--- src/rtl/ueg_pkg.sv ---
/*
  Constants for the unintended energize guard: register map, field
  layout, setting reset values, ranges, timing and the state type.
  Assumes a 25 MHz system clock and a 32-bit register port.
*/
package ueg_pkg;

  // ----------------------------------------------------------------
  // Timing
  // ----------------------------------------------------------------
  localparam int UEG_CLK_HZ = 25_000_000;
  localparam int UEG_CYCLE_MS = 5;
  localparam int UEG_STAMP_MS = 1;
  localparam int UEG_TICK_CYCLES = UEG_CLK_HZ / 1000 * UEG_CYCLE_MS;
  localparam int UEG_MS_CYCLES = UEG_CLK_HZ / 1000 * UEG_STAMP_MS;

  // ----------------------------------------------------------------
  // Register byte addresses
  // ----------------------------------------------------------------
  localparam logic [7:0] UEG_A_CTRL = 8'h00;
  localparam logic [7:0] UEG_A_EDITGRP = 8'h04;
  localparam logic [7:0] UEG_A_UVLIM = 8'h08;
  localparam logic [7:0] UEG_A_CURLIM = 8'h0C;
  localparam logic [7:0] UEG_A_ACTDLY = 8'h10;
  localparam logic [7:0] UEG_A_RELDLY = 8'h14;
  localparam logic [7:0] UEG_A_STATUS = 8'h18;
  localparam logic [7:0] UEG_A_EXPTIME = 8'h1C;
  localparam logic [7:0] UEG_A_REMTIME = 8'h20;
  localparam logic [7:0] UEG_A_VRATIO = 8'h24;
  localparam logic [7:0] UEG_A_IRATIO = 8'h28;
  localparam logic [7:0] UEG_A_LOGSEL = 8'h2C;
  localparam logic [2:0] UEG_A_LOGWIN = 3'h2;

  // ----------------------------------------------------------------
  // Control fields and codes
  // ----------------------------------------------------------------
  localparam int UEG_F_FORCE_EN = 3;
  localparam int UEG_F_STORE_ON = 6;
  localparam int UEG_F_STORE_OFF = 7;
  localparam logic [7:0] UEG_CTRL_RST = 8'hC1;
  localparam logic [2:0] UEG_MODE_ON = 3'h1;
  localparam logic [2:0] UEG_MODE_BLK = 3'h2;
  localparam logic [2:0] UEG_MODE_TESTBLK = 3'h4;
  localparam logic [2:0] UEG_MODE_OFF = 3'h5;
  localparam logic [1:0] UEG_COND_NORMAL = 2'h0;
  localparam logic [1:0] UEG_COND_START = 2'h1;
  localparam logic [1:0] UEG_COND_TRIP = 2'h2;
  localparam logic [1:0] UEG_COND_BLOCKED = 2'h3;

  // ----------------------------------------------------------------
  // Settings: voltage in 0.01 %Un, current in 0.05 xIn steps,
  // delays in 5 ms ticks
  // ----------------------------------------------------------------
  localparam logic [15:0] UEG_UV_RST = 16'h1388;
  localparam logic [15:0] UEG_UV_MAX = 16'h26AC;
  localparam logic [5:0] UEG_CUR_RST = 6'h01;
  localparam logic [5:0] UEG_CUR_MAX = 6'h3C;
  localparam logic [15:0] UEG_CUR_UNIT = 16'h0005;
  localparam logic [18:0] UEG_ACT_RST = 19'h003E8;
  localparam logic [18:0] UEG_REL_RST = 19'h00032;
  localparam logic [18:0] UEG_DLY_MAX = 19'h57E40;
  localparam logic [23:0] UEG_RATIO_SCALE = 24'h000064;
  localparam logic [23:0] UEG_RATIO_MAX = 24'h01E848;
  localparam logic [3:0] UEG_LOG_DEPTH = 4'hC;
  localparam logic [4:0] UEG_LOG_LAST = 5'h0B;

  typedef enum logic [1:0] {UEG_IDLE, UEG_ARMING, UEG_STARTED, UEG_RELEASING} ueg_state_t;

endpackage

--- src/rtl/ueg_energize_block.sv ---
/*
  Unintended energize guard: undervoltage-armed start with activation
  and release delays, all-phase overcurrent trip, blocking, forcing,
  read-outs, ON/OFF events and a twelve-entry ON-event log.
  Assumes measurements come from logic on mclk and hold between
  refreshes; the blocking input may come from anywhere.
*/
// Operation
// - Undervoltage waits activation delay before start
// - Recovery holds start for release delay
// - Start plus all currents over limit trips
// - Voltage limit 0-99 percent, default 50
// - Current limit 0.05-3.00, checked per phase
// - Blocking sampled at each cycle start
// - Unblocked pick-up gives start output
// - Blocked pick-up gives blocked, no trip
// - Blocking drops start, runs release timing
// - Blocking raises notification and stamped event
// - ON/OFF events per output, masked storing
// - Log keeps newest twelve ON events
// - Entry: stamp, id, currents, voltages, group
// - Condition code normal/start/trip/blocked
// - Behaviour code on/blocked/test/testblk/off
// - Signed remaining time in 5 ms units
// - Expected operating time in 5 ms units
// - Voltage to setting ratio, 0.01 steps
// - Minimum current to setting ratio
// - RMS inputs refreshed every 5 ms
// - 1 ms stamps, start and trip shared
// - Forcing overrides condition codes 0-3
// - Eight setting groups, one selector
`timescale 1ns/1ps
module ueg_energize_block
  import ueg_pkg::*;
#(
  parameter int TICK_CYCLES = UEG_TICK_CYCLES,
  parameter int MS_CYCLES = UEG_MS_CYCLES
) (
  input wire logic mclk,
  input wire logic rst,
  input wire logic [7:0] addr,
  input wire logic [31:0] wdata,
  input wire logic wrEn,
  input wire logic rdEn,
  output logic [31:0] rdata,
  input wire logic [15:0] phaseACurrentRms,
  input wire logic [15:0] phaseBCurrentRms,
  input wire logic [15:0] phaseCCurrentRms,
  input wire logic [15:0] posSeqVoltage,
  input wire logic [15:0] voltageAb,
  input wire logic [15:0] voltageBc,
  input wire logic [15:0] voltageCa,
  input wire logic [2:0] settingGroup,
  input wire logic blockIn,
  output logic startOut,
  output logic tripOut,
  output logic blockedOut,
  output logic eventStrobe,
  output logic [2:0] eventOn,
  output logic [2:0] eventOff,
  output logic [31:0] eventStamp,
  output logic blockNotify
);

  // ----------------------------------------------------------------
  // Helpers
  // ----------------------------------------------------------------
  function automatic logic [18:0] clampDelay(input logic [31:0] v);
    clampDelay = (v > 32'(UEG_DLY_MAX)) ? UEG_DLY_MAX : v[18:0];
  endfunction

  // Result saturates at the top of the reporting range
  function automatic logic [16:0] ratioOf(input logic [15:0] num, input logic [15:0] den);
    logic [23:0] q;
    q = UEG_RATIO_MAX;
    if (den != 16'h0000) begin
      q = (24'(num) * UEG_RATIO_SCALE) / 24'(den);
    end
    if (q > UEG_RATIO_MAX) begin
      q = UEG_RATIO_MAX;
    end
    ratioOf = q[16:0];
  endfunction

  // ----------------------------------------------------------------
  // Processing cycle tick and millisecond stamp
  // ----------------------------------------------------------------
  logic [31:0] tickCnt;
  logic [31:0] msCnt;
  logic [31:0] msStamp;
  wire tick = (tickCnt == 32'(TICK_CYCLES - 1));

  always_ff @(posedge mclk) begin
    if (rst) begin
      tickCnt <= 32'h0;
    end else begin
      tickCnt <= tick ? 32'h0 : tickCnt + 32'h1;
    end
  end

  always_ff @(posedge mclk) begin
    if (rst) begin
      msCnt <= 32'h0;
      msStamp <= 32'h0;
    end else if (msCnt == 32'(MS_CYCLES - 1)) begin
      msCnt <= 32'h0;
      msStamp <= msStamp + 32'h1;
    end else begin
      msCnt <= msCnt + 32'h1;
    end
  end

  // ----------------------------------------------------------------
  // Blocking input synchroniser
  // ----------------------------------------------------------------
  logic blkMeta;
  logic blkSync;

  always_ff @(posedge mclk) begin
    if (rst) begin
      blkMeta <= 1'b0;
      blkSync <= 1'b0;
    end else begin
      blkMeta <= blockIn;
      blkSync <= blkMeta;
    end
  end

  // ----------------------------------------------------------------
  // Control and setting groups
  // ----------------------------------------------------------------
  logic [7:0] ctrl;
  logic [2:0] editGrp;
  logic [3:0] logSel;
  logic [15:0] uvSet [0:7];
  logic [5:0] curSet [0:7];
  logic [18:0] actSet [0:7];
  logic [18:0] relSet [0:7];

  wire [2:0] mode = ctrl[2:0];
  wire forceEn = ctrl[UEG_F_FORCE_EN];
  wire [1:0] forceCode = ctrl[5:4];
  wire wrCtrl = wrEn && addr == UEG_A_CTRL;
  wire [31:0] curClamp = (wdata > 32'(UEG_CUR_MAX)) ? 32'(UEG_CUR_MAX) : wdata;

  always_ff @(posedge mclk) begin
    if (rst) begin
      ctrl <= UEG_CTRL_RST;
      editGrp <= 3'h0;
      logSel <= 4'h0;
      for (int g = 0; g < 8; g++) begin
        uvSet[g] <= UEG_UV_RST;
        curSet[g] <= UEG_CUR_RST;
        actSet[g] <= UEG_ACT_RST;
        relSet[g] <= UEG_REL_RST;
      end
    end else if (wrEn) begin
      if (wrCtrl) begin
        ctrl <= wdata[7:0];
      end
      if (addr == UEG_A_EDITGRP) begin
        editGrp <= wdata[2:0];
      end
      if (addr == UEG_A_UVLIM) begin
        uvSet[editGrp] <= (wdata > 32'(UEG_UV_MAX)) ? UEG_UV_MAX : wdata[15:0];
      end
      if (addr == UEG_A_CURLIM) begin
        curSet[editGrp] <= (wdata == 32'h0) ? UEG_CUR_RST : curClamp[5:0];
      end
      if (addr == UEG_A_ACTDLY) begin
        actSet[editGrp] <= clampDelay(wdata);
      end
      if (addr == UEG_A_RELDLY) begin
        relSet[editGrp] <= clampDelay(wdata);
      end
      if (addr == UEG_A_LOGSEL) begin
        logSel <= (wdata[3:0] >= UEG_LOG_DEPTH) ? 4'h0 : wdata[3:0];
      end
    end
  end

  // ----------------------------------------------------------------
  // Comparators on the active group
  // ----------------------------------------------------------------
  wire [15:0] uvLimit = uvSet[settingGroup];
  wire [15:0] curLimit = 16'(curSet[settingGroup]) * UEG_CUR_UNIT;
  wire [18:0] actDelay = actSet[settingGroup];
  wire [18:0] relDelay = relSet[settingGroup];
  wire modeOff = (mode == UEG_MODE_OFF);
  wire blk = blkSync || mode == UEG_MODE_BLK || mode == UEG_MODE_TESTBLK;
  wire uvCond = posSeqVoltage < uvLimit;
  wire relCond = !uvCond || blk;
  wire allOver = phaseACurrentRms > curLimit && phaseBCurrentRms > curLimit
    && phaseCCurrentRms > curLimit;
  wire [15:0] minAB = (phaseACurrentRms < phaseBCurrentRms) ? phaseACurrentRms : phaseBCurrentRms;
  wire [15:0] minCur = (phaseCCurrentRms < minAB) ? phaseCCurrentRms : minAB;

  // ----------------------------------------------------------------
  // Start condition timing, one step per processing cycle
  // ----------------------------------------------------------------
  ueg_state_t state;
  logic [18:0] timer;

  always_ff @(posedge mclk) begin
    if (rst) begin
      state <= UEG_IDLE;
      timer <= 19'h0;
    end else if (tick) begin
      if (modeOff) begin
        state <= UEG_IDLE;
        timer <= 19'h0;
      end else begin
        case (state)
          UEG_IDLE: begin
            timer <= 19'h1;
            if (uvCond) begin
              state <= (actDelay == 19'h0) ? UEG_STARTED : UEG_ARMING;
            end
          end
          UEG_ARMING: begin
            if (!uvCond) begin
              state <= UEG_IDLE;
            end else if (timer >= actDelay) begin
              state <= UEG_STARTED;
            end else begin
              timer <= timer + 19'h1;
            end
          end
          UEG_STARTED: begin
            timer <= 19'h1;
            if (relCond) begin
              state <= (relDelay == 19'h0) ? UEG_IDLE : UEG_RELEASING;
            end
          end
          UEG_RELEASING: begin
            if (!relCond) begin
              state <= UEG_STARTED;
            end else if (timer >= relDelay) begin
              state <= UEG_IDLE;
            end else begin
              timer <= timer + 19'h1;
            end
          end
          default: begin
            state <= UEG_IDLE;
          end
        endcase
      end
    end
  end

  // ----------------------------------------------------------------
  // Output decision
  // ----------------------------------------------------------------
  // Trip stays live through the release countdown, not only while low
  wire startCond = state == UEG_STARTED || state == UEG_RELEASING;
  wire pickUp = (uvCond || startCond) && !modeOff;
  wire calcStart = startCond && !blk && !modeOff;
  wire calcTrip = calcStart && allOver;
  wire calcBlocked = pickUp && blk;
  wire next_start = forceEn ? (forceCode == UEG_COND_START || forceCode == UEG_COND_TRIP)
    : calcStart;
  wire next_trip = forceEn ? (forceCode == UEG_COND_TRIP) : calcTrip;
  wire next_blocked = forceEn ? (forceCode == UEG_COND_BLOCKED) : calcBlocked;
  wire [2:0] curOuts = {blockedOut, tripOut, startOut};
  wire [2:0] nxtOuts = {next_blocked, next_trip, next_start};
  wire [2:0] rises = nxtOuts & ~curOuts;
  wire [2:0] falls = curOuts & ~nxtOuts;
  wire [2:0] maskOn = rises & {3{ctrl[UEG_F_STORE_ON]}};
  wire [2:0] maskOff = falls & {3{ctrl[UEG_F_STORE_OFF]}};

  always_ff @(posedge mclk) begin
    if (rst) begin
      startOut <= 1'b0;
      tripOut <= 1'b0;
      blockedOut <= 1'b0;
    end else if (tick) begin
      startOut <= next_start;
      tripOut <= next_trip;
      blockedOut <= next_blocked;
    end
  end

  // ----------------------------------------------------------------
  // Events: all edges of one cycle share the same stamp
  // ----------------------------------------------------------------
  always_ff @(posedge mclk) begin
    if (rst) begin
      eventStrobe <= 1'b0;
      eventOn <= 3'h0;
      eventOff <= 3'h0;
      eventStamp <= 32'h0;
      blockNotify <= 1'b0;
    end else begin
      eventStrobe <= tick && (maskOn != 3'h0 || maskOff != 3'h0);
      eventOn <= tick ? maskOn : 3'h0;
      eventOff <= tick ? maskOff : 3'h0;
      blockNotify <= tick && rises[2];
      if (tick) begin
        eventStamp <= msStamp;
      end
    end
  end

  // ----------------------------------------------------------------
  // ON-event log, oldest entry overwritten
  // ----------------------------------------------------------------
  // Field order: stamp, {group, id mask}, currents A-C, voltages AB-CA
  logic [31:0] logMem [0:11][0:7];
  logic [3:0] wrPtr;
  logic [3:0] logCount;

  always_ff @(posedge mclk) begin
    if (rst) begin
      wrPtr <= 4'h0;
      logCount <= 4'h0;
    end else if (tick && rises != 3'h0) begin
      logMem[wrPtr][0] <= msStamp;
      logMem[wrPtr][1] <= {26'h0, settingGroup, rises};
      logMem[wrPtr][2] <= 32'(phaseACurrentRms);
      logMem[wrPtr][3] <= 32'(phaseBCurrentRms);
      logMem[wrPtr][4] <= 32'(phaseCCurrentRms);
      logMem[wrPtr][5] <= 32'(voltageAb);
      logMem[wrPtr][6] <= 32'(voltageBc);
      logMem[wrPtr][7] <= 32'(voltageCa);
      wrPtr <= (5'(wrPtr) == UEG_LOG_LAST) ? 4'h0 : wrPtr + 4'h1;
      if (logCount != UEG_LOG_DEPTH) begin
        logCount <= logCount + 4'h1;
      end
    end
  end

  // Entry logSel back from the newest, wrapping around the ring
  wire [4:0] backSum = 5'(wrPtr) + UEG_LOG_LAST - 5'(logSel);
  wire [4:0] rdIdx = (backSum > UEG_LOG_LAST) ? backSum - 5'(UEG_LOG_DEPTH) : backSum;
  wire [31:0] logWord = logMem[rdIdx[3:0]][addr[4:2]];

  // ----------------------------------------------------------------
  // Read-outs
  // ----------------------------------------------------------------
  wire [1:0] condCode = blockedOut ? UEG_COND_BLOCKED : tripOut ? UEG_COND_TRIP
    : startOut ? UEG_COND_START : UEG_COND_NORMAL;
  wire [19:0] remTime = (state == UEG_ARMING) ? 20'(actDelay) - 20'(timer) : 20'h0;
  wire [16:0] vRatio = ratioOf(posSeqVoltage, uvLimit);
  wire [16:0] iRatio = ratioOf(minCur, curLimit);
  wire [31:0] statusWord = {21'h0, settingGroup, blockedOut, tripOut, startOut, mode, condCode};

  logic [31:0] rdMux;
  always_comb begin
    rdMux = 32'h0;
    case (addr)
      UEG_A_CTRL: rdMux = {24'h0, ctrl};
      UEG_A_EDITGRP: rdMux = {29'h0, editGrp};
      UEG_A_UVLIM: rdMux = {16'h0, uvSet[editGrp]};
      UEG_A_CURLIM: rdMux = {26'h0, curSet[editGrp]};
      UEG_A_ACTDLY: rdMux = {13'h0, actSet[editGrp]};
      UEG_A_RELDLY: rdMux = {13'h0, relSet[editGrp]};
      UEG_A_STATUS: rdMux = statusWord;
      UEG_A_EXPTIME: rdMux = {13'h0, actDelay};
      UEG_A_REMTIME: rdMux = {{12{remTime[19]}}, remTime};
      UEG_A_VRATIO: rdMux = {15'h0, vRatio};
      UEG_A_IRATIO: rdMux = {15'h0, iRatio};
      UEG_A_LOGSEL: rdMux = {24'h0, logCount, logSel};
      default: begin
        if (addr[7:5] == UEG_A_LOGWIN && 4'(logSel) < logCount) begin
          rdMux = logWord;
        end
      end
    endcase
  end

  always_ff @(posedge mclk) begin
    if (rst) begin
      rdata <= 32'h0;
    end else begin
      rdata <= rdEn ? rdMux : 32'h0;
    end
  end
endmodule

--- config.mk ---
export PLATFORM = sky130hd
export DESIGN_NAME = ueg_energize_block
export DESIGN_NICKNAME = d
export VERILOG_FILES = /design/src/rtl/ueg_pkg.sv /design/src/rtl/ueg_energize_block.sv
export SDC_FILE = /design/constraint.sdc
export NUM_CORES = 2
export LEC_CHECK = 0
export BUFFER_PORTS_ARGS = -buffer_cell sky130_fd_sc_hd__clkbuf_2
export CORE_AREA = 4 4 494 496
export DETAILED_ROUTE_END_ITERATION = 12
export DIE_AREA = 0 0 498 500
export GPL_TIMING_DRIVEN = 0
export HOLD_SLACK_MARGIN = 0.06
export PLACE_DENSITY = 0.77
export REMOVE_ABC_BUFFERS = 1
export SLEW_MARGIN = 10
export SYNTH_ARGS = -nofsm -noshare
export SYNTH_HDL_FRONTEND = slang
export SYNTH_SLANG_ARGS = --single-unit
export TNS_END_PERCENT = 100
--- constraint.sdc ---
create_clock -name mclk -period 189.8 [get_ports mclk]
set_input_delay 18.98 -clock mclk [delete_from_list [all_inputs] [get_ports mclk]]
set_output_delay 18.98 -clock mclk [all_outputs]
set_load 0.1 [all_outputs]
==> insert_results.sql <==
INSERT INTO impl_metrics (metric_group, metric, value, unit) VALUES
('finish', 'mostFrequentLayoutCells', '2088 x edfxtp_1, 960 x nor2_1, 772 x nand2_1', ''),
('floorplan', 'std_cell_rows', '180', ''),
('timing', 'final_max_slew_viol_count', '0', ''),
('clock_tree', 'cts-htree-levels', '4', ''),
('critical_path', 'cell_type_with_the_highest_occurrence_count_on_the_critical_path', 'o21a_1', ''),
('routing', 'wire_per_inst', '27.8', 'um'),
('clock_tree', 'postCtsSetupRepairBufs', '0', ''),
('floorplan', 'fp.coreArea', '0.240', 'mm^2'),
('synth', 'yosysSeqAreaShare', '0.531', ''),
('timing', 'post-route-min-period', '101430', 'ps'),
('finish', 'finish.net_count', '10900', ''),
('min_path', 'worst_hold_path.num_cells', '1', ''),
('floorplan', 'ioPinCount', '235', ''),
('timing', 'timing.fmax', '9.86', 'MHz'),
('grt', 'grtUsageTotal', '0.292', ''),
('finish', 'final_design_area_no_fill', '0.142', 'mm^2'),
('finish', 'flow.area_growth_from_synthesis', '12.0', '%'),
('clock_tree', 'worst_case_clock_buffer_depth', '3', ''),
('critical_path', 'critical-path-top-delay-family', 'compound AO/OA/AOI/OAI gates', ''),
('clock_tree', 'cts.sink_count', '2308', ''),
('synth', 'number_of_enable_flip_flop_cells_after_synthesis', '2088', ''),
('synth', 'synthesis.area_per_instance', '13.0', 'um^2'),
('timing', 'rsz0062_at_grt', 'false', ''),
('routing', 'route.detailed.drc', '0', ''),
('critical_path', 'worst_ep_arrival_time', '102160', 'ps'),
('critical_path', 'cp_data_required_time', '190540', 'ps'),
('clock_tree', 'clockRootBuffer', 'clkbuf_16', ''),
('finish', 'sequential_cell_area', '0.0671', 'mm^2'),
('synth', 'post_synth_inst_count', '9703', ''),
('routing', 'drt_wirelength', '371000', 'um'),
('critical_path', 'crit_buf_inv', '18', ''),
('floorplan', 'floorplan.initialDensity', '0.528', ''),
('synth', 'post_synth_num_cell_types', '126', ''),
('critical_path', 'critical_path.endpoint_type', 'register', ''),
('synth', 'ys.flop_type', 'edfxtp_1', ''),
('finish', 'multi_input_area', '0.0572', 'mm^2'),
('timing', 'setup_viol_count_final', '0', ''),
('timing', 'clock_skew', '72.9', 'ps'),
('timing', 'period_share', '0.534', ''),
('timing', 'slew_headroom', '0.0969', ''),
('grt', 'via_count_of_the_first_global_routing_pass', '88800', ''),
('finish', 'post_route_cells_drive_above_1_share', '0.175', ''),
('critical_path', 'worst-path-max-fanout', '27', ''),
('critical_path', 'max_stage_delay', '1060', 'ps'),
('critical_path', 'worst-r2r-cell-count', '383', ''),
('routing', 'post_drt_via_cell_ratio', '6.62', ''),
('synth', 'synth.cell_area', '0.126', 'mm^2'),
('synth', 'ys_warn_count', '0', ''),
('clock_tree', 'cts_resized', '0', ''),
('routing', 'dr.pass1.iters', '9', ''),
('routing', 'drtIter0Drc', '11400', ''),
('critical_path', 'cpMaxStageDelayCell', 'nor3_2', ''),
('min_path', 'worstHoldPathType', 'register to register', ''),
('clock_tree', 'holdBufCountCts', '0', ''),
('grt', 'number_of_antenna_violations_at_the_first_check_in_global_routing', '41', ''),
('routing', 'vias', '88600', ''),
('timing', 'finalHoldViolCount', '0', ''),
('routing', 'ant_nets', '0', ''),
('floorplan', 'die_area', '0.249', 'mm^2'),
('clock_tree', 'clock_latency_reported_for_the_late_side_of_the_worst_skew_pair', '900', 'ps'),
('synth', 'asyncSetResetFlopFracSynth', '0', ''),
('critical_path', 'critical_path_class', 'input pin to register', ''),
('finish', 'fillCellCount', '17700', ''),
('clock_tree', 'cts_tree', 'yes', ''),
('placement', 'place_area', '0.134', 'mm^2'),
('clock_tree', 'clk_transition_reported_paths', '80', 'ps'),
('grt', 'grt_pass1_wl', '554000', 'um'),
('floorplan', 'die_height', '500', 'um'),
('clock_tree', 'numCtsBuffers', '209', ''),
('placement', 'place.detailed.hpwl', '250000', 'um'),
('floorplan', 'die_w', '498', 'um'),
('critical_path', 'critical_path_cell_count', '328', ''),
('finish', 'final_common_cell', 'edfxtp_1', ''),
('timing', 'timing_worst_slew_pin_value', '1350', 'ps'),
('placement', 'portBuffers', '234', ''),
('synth', 'ys_seq_elements', '2308', ''),
('critical_path', 'start_kind', 'input pin', ''),
('grt', 'pin_count_of_the_biggest_net_entering_global_routing', '100', ''),
('placement', 'place.gp.congestion', '0.976', ''),
('grt', 'grt-ovfl-total', '0', ''),
('outcome', 'status', 'completed', ''),
('run', 'maxCapViolCount', '0', ''),
('timing', 'setup-tns-final', '0', 'ps');
[area by class of cell]
class,instances,area share
inverter,300,0.00799
clock inverter,138,0.0106
tap,3185,0.0281
multi-input combinational,6699,0.404
clock buffer,258,0.0392
sequential,2308,0.474
antenna,33,0.000583
timing repair buffer,456,0.0355
[per-stage QoR]
| step | setup WS (ps) | hold WS, ps | util | instances |
|---|---|---|---|---|
| 2_1_floorplan | 93810 | 414 | - | 9307 |
| 3_3_place_gp | 73620 | 429 | 0.543 | 12700 |
| 3_5_place_dp | 87240 | 441 | 0.561 | 12900 |
| 4_1_cts | 87890 | 454 | 0.590 | 13300 |
| 5_1_grt | 81890 | 469 | 0.591 | 13400 |
| 6_report | 88380 | 453 | 0.591 | 13400 |
[path summary, 6_finish.rpt]
| check | start | endpoint | slack (ps) |
|---|---|---|---|
| max | phaseBCurrentRms[13] | rdata[6]$_SDFF_PP0_ | 88380 |
| min | msCnt[0]$_SDFF_PP0_ | msCnt[0]$_SDFF_PP0_ | 450 |
| max reg2reg | uvSet[7][13]$_SDFFCE_PN0P_ | rdata[9]$_SDFF_PP0_ | 107870 |
| min reg2reg | msCnt[0]$_SDFF_PP0_ | msCnt[0]$_SDFF_PP0_ | 450 |
[cell families after synthesis]
| logic type | synth area share |
|---|---|
| xor gates and xnor gates | 0.0203 |
| and+or+nand+nor | 0.109 |
| DFF | 0.531 |
| other | 0.0000297 |
| adders and majority gates | 0.0730 |
| buffers and inverters | 0.0213 |
| AOI/OAI and AO/OA | 0.0905 |
| muxes | 0.155 |
[registers in the layout (all words and copies together), names as in the netlist, 8 cells and up, named ones only]
| name | cells |
|---|---|
| logMem | 1608 |
| rdata | 32 |
| eventStamp | 32 |
| msCnt | 32 |
| uvSet | 128 |
| tickCnt | 32 |
| relSet | 152 |
| actSet | 152 |
| curSet | 48 |
| timer | 19 |
| msStamp | 32 |
| ctrl | 8 |
[Yosys cell counts (all sizes together), types with 75 or more instances]
master	number	share of area
edfxtp	2088	0.50
nor2	987	0.029
nand2	773	0.023
mux4	727	0.13
ha	693	0.069
nor3	388	0.016
o21a	359	0.021
o21ai	314	0.013
clkbuf	307	0.0091
a21oi	304	0.012
inv	298	0.0088
mux2i	241	0.019
dfxtp	220	0.035
xnor2	170	0.012
o31ai	167	0.010
nand3	161	0.0064
xor2	122	0.0085
buf	104	0.0033
nor2b	93	0.0046
nand4	89	0.0045
nand2b	86	0.0044
a21o	84	0.0050
mux2	77	0.0069
nor4	76	0.0040
or3	75	0.0038
[layer usage]
layer,vias up,routed length [um],GRT usage
met5,-,103,0
met4,14,22000,0.153
met3,1081,38200,0.0619
met2,5134,176000,0.477
met1,44000,135000,0.370
li1,38400,-,-
Power is left out: the tool's default activity adds up to more than one toggle a clock period on the data nets, which glitch-free logic cannot reach.
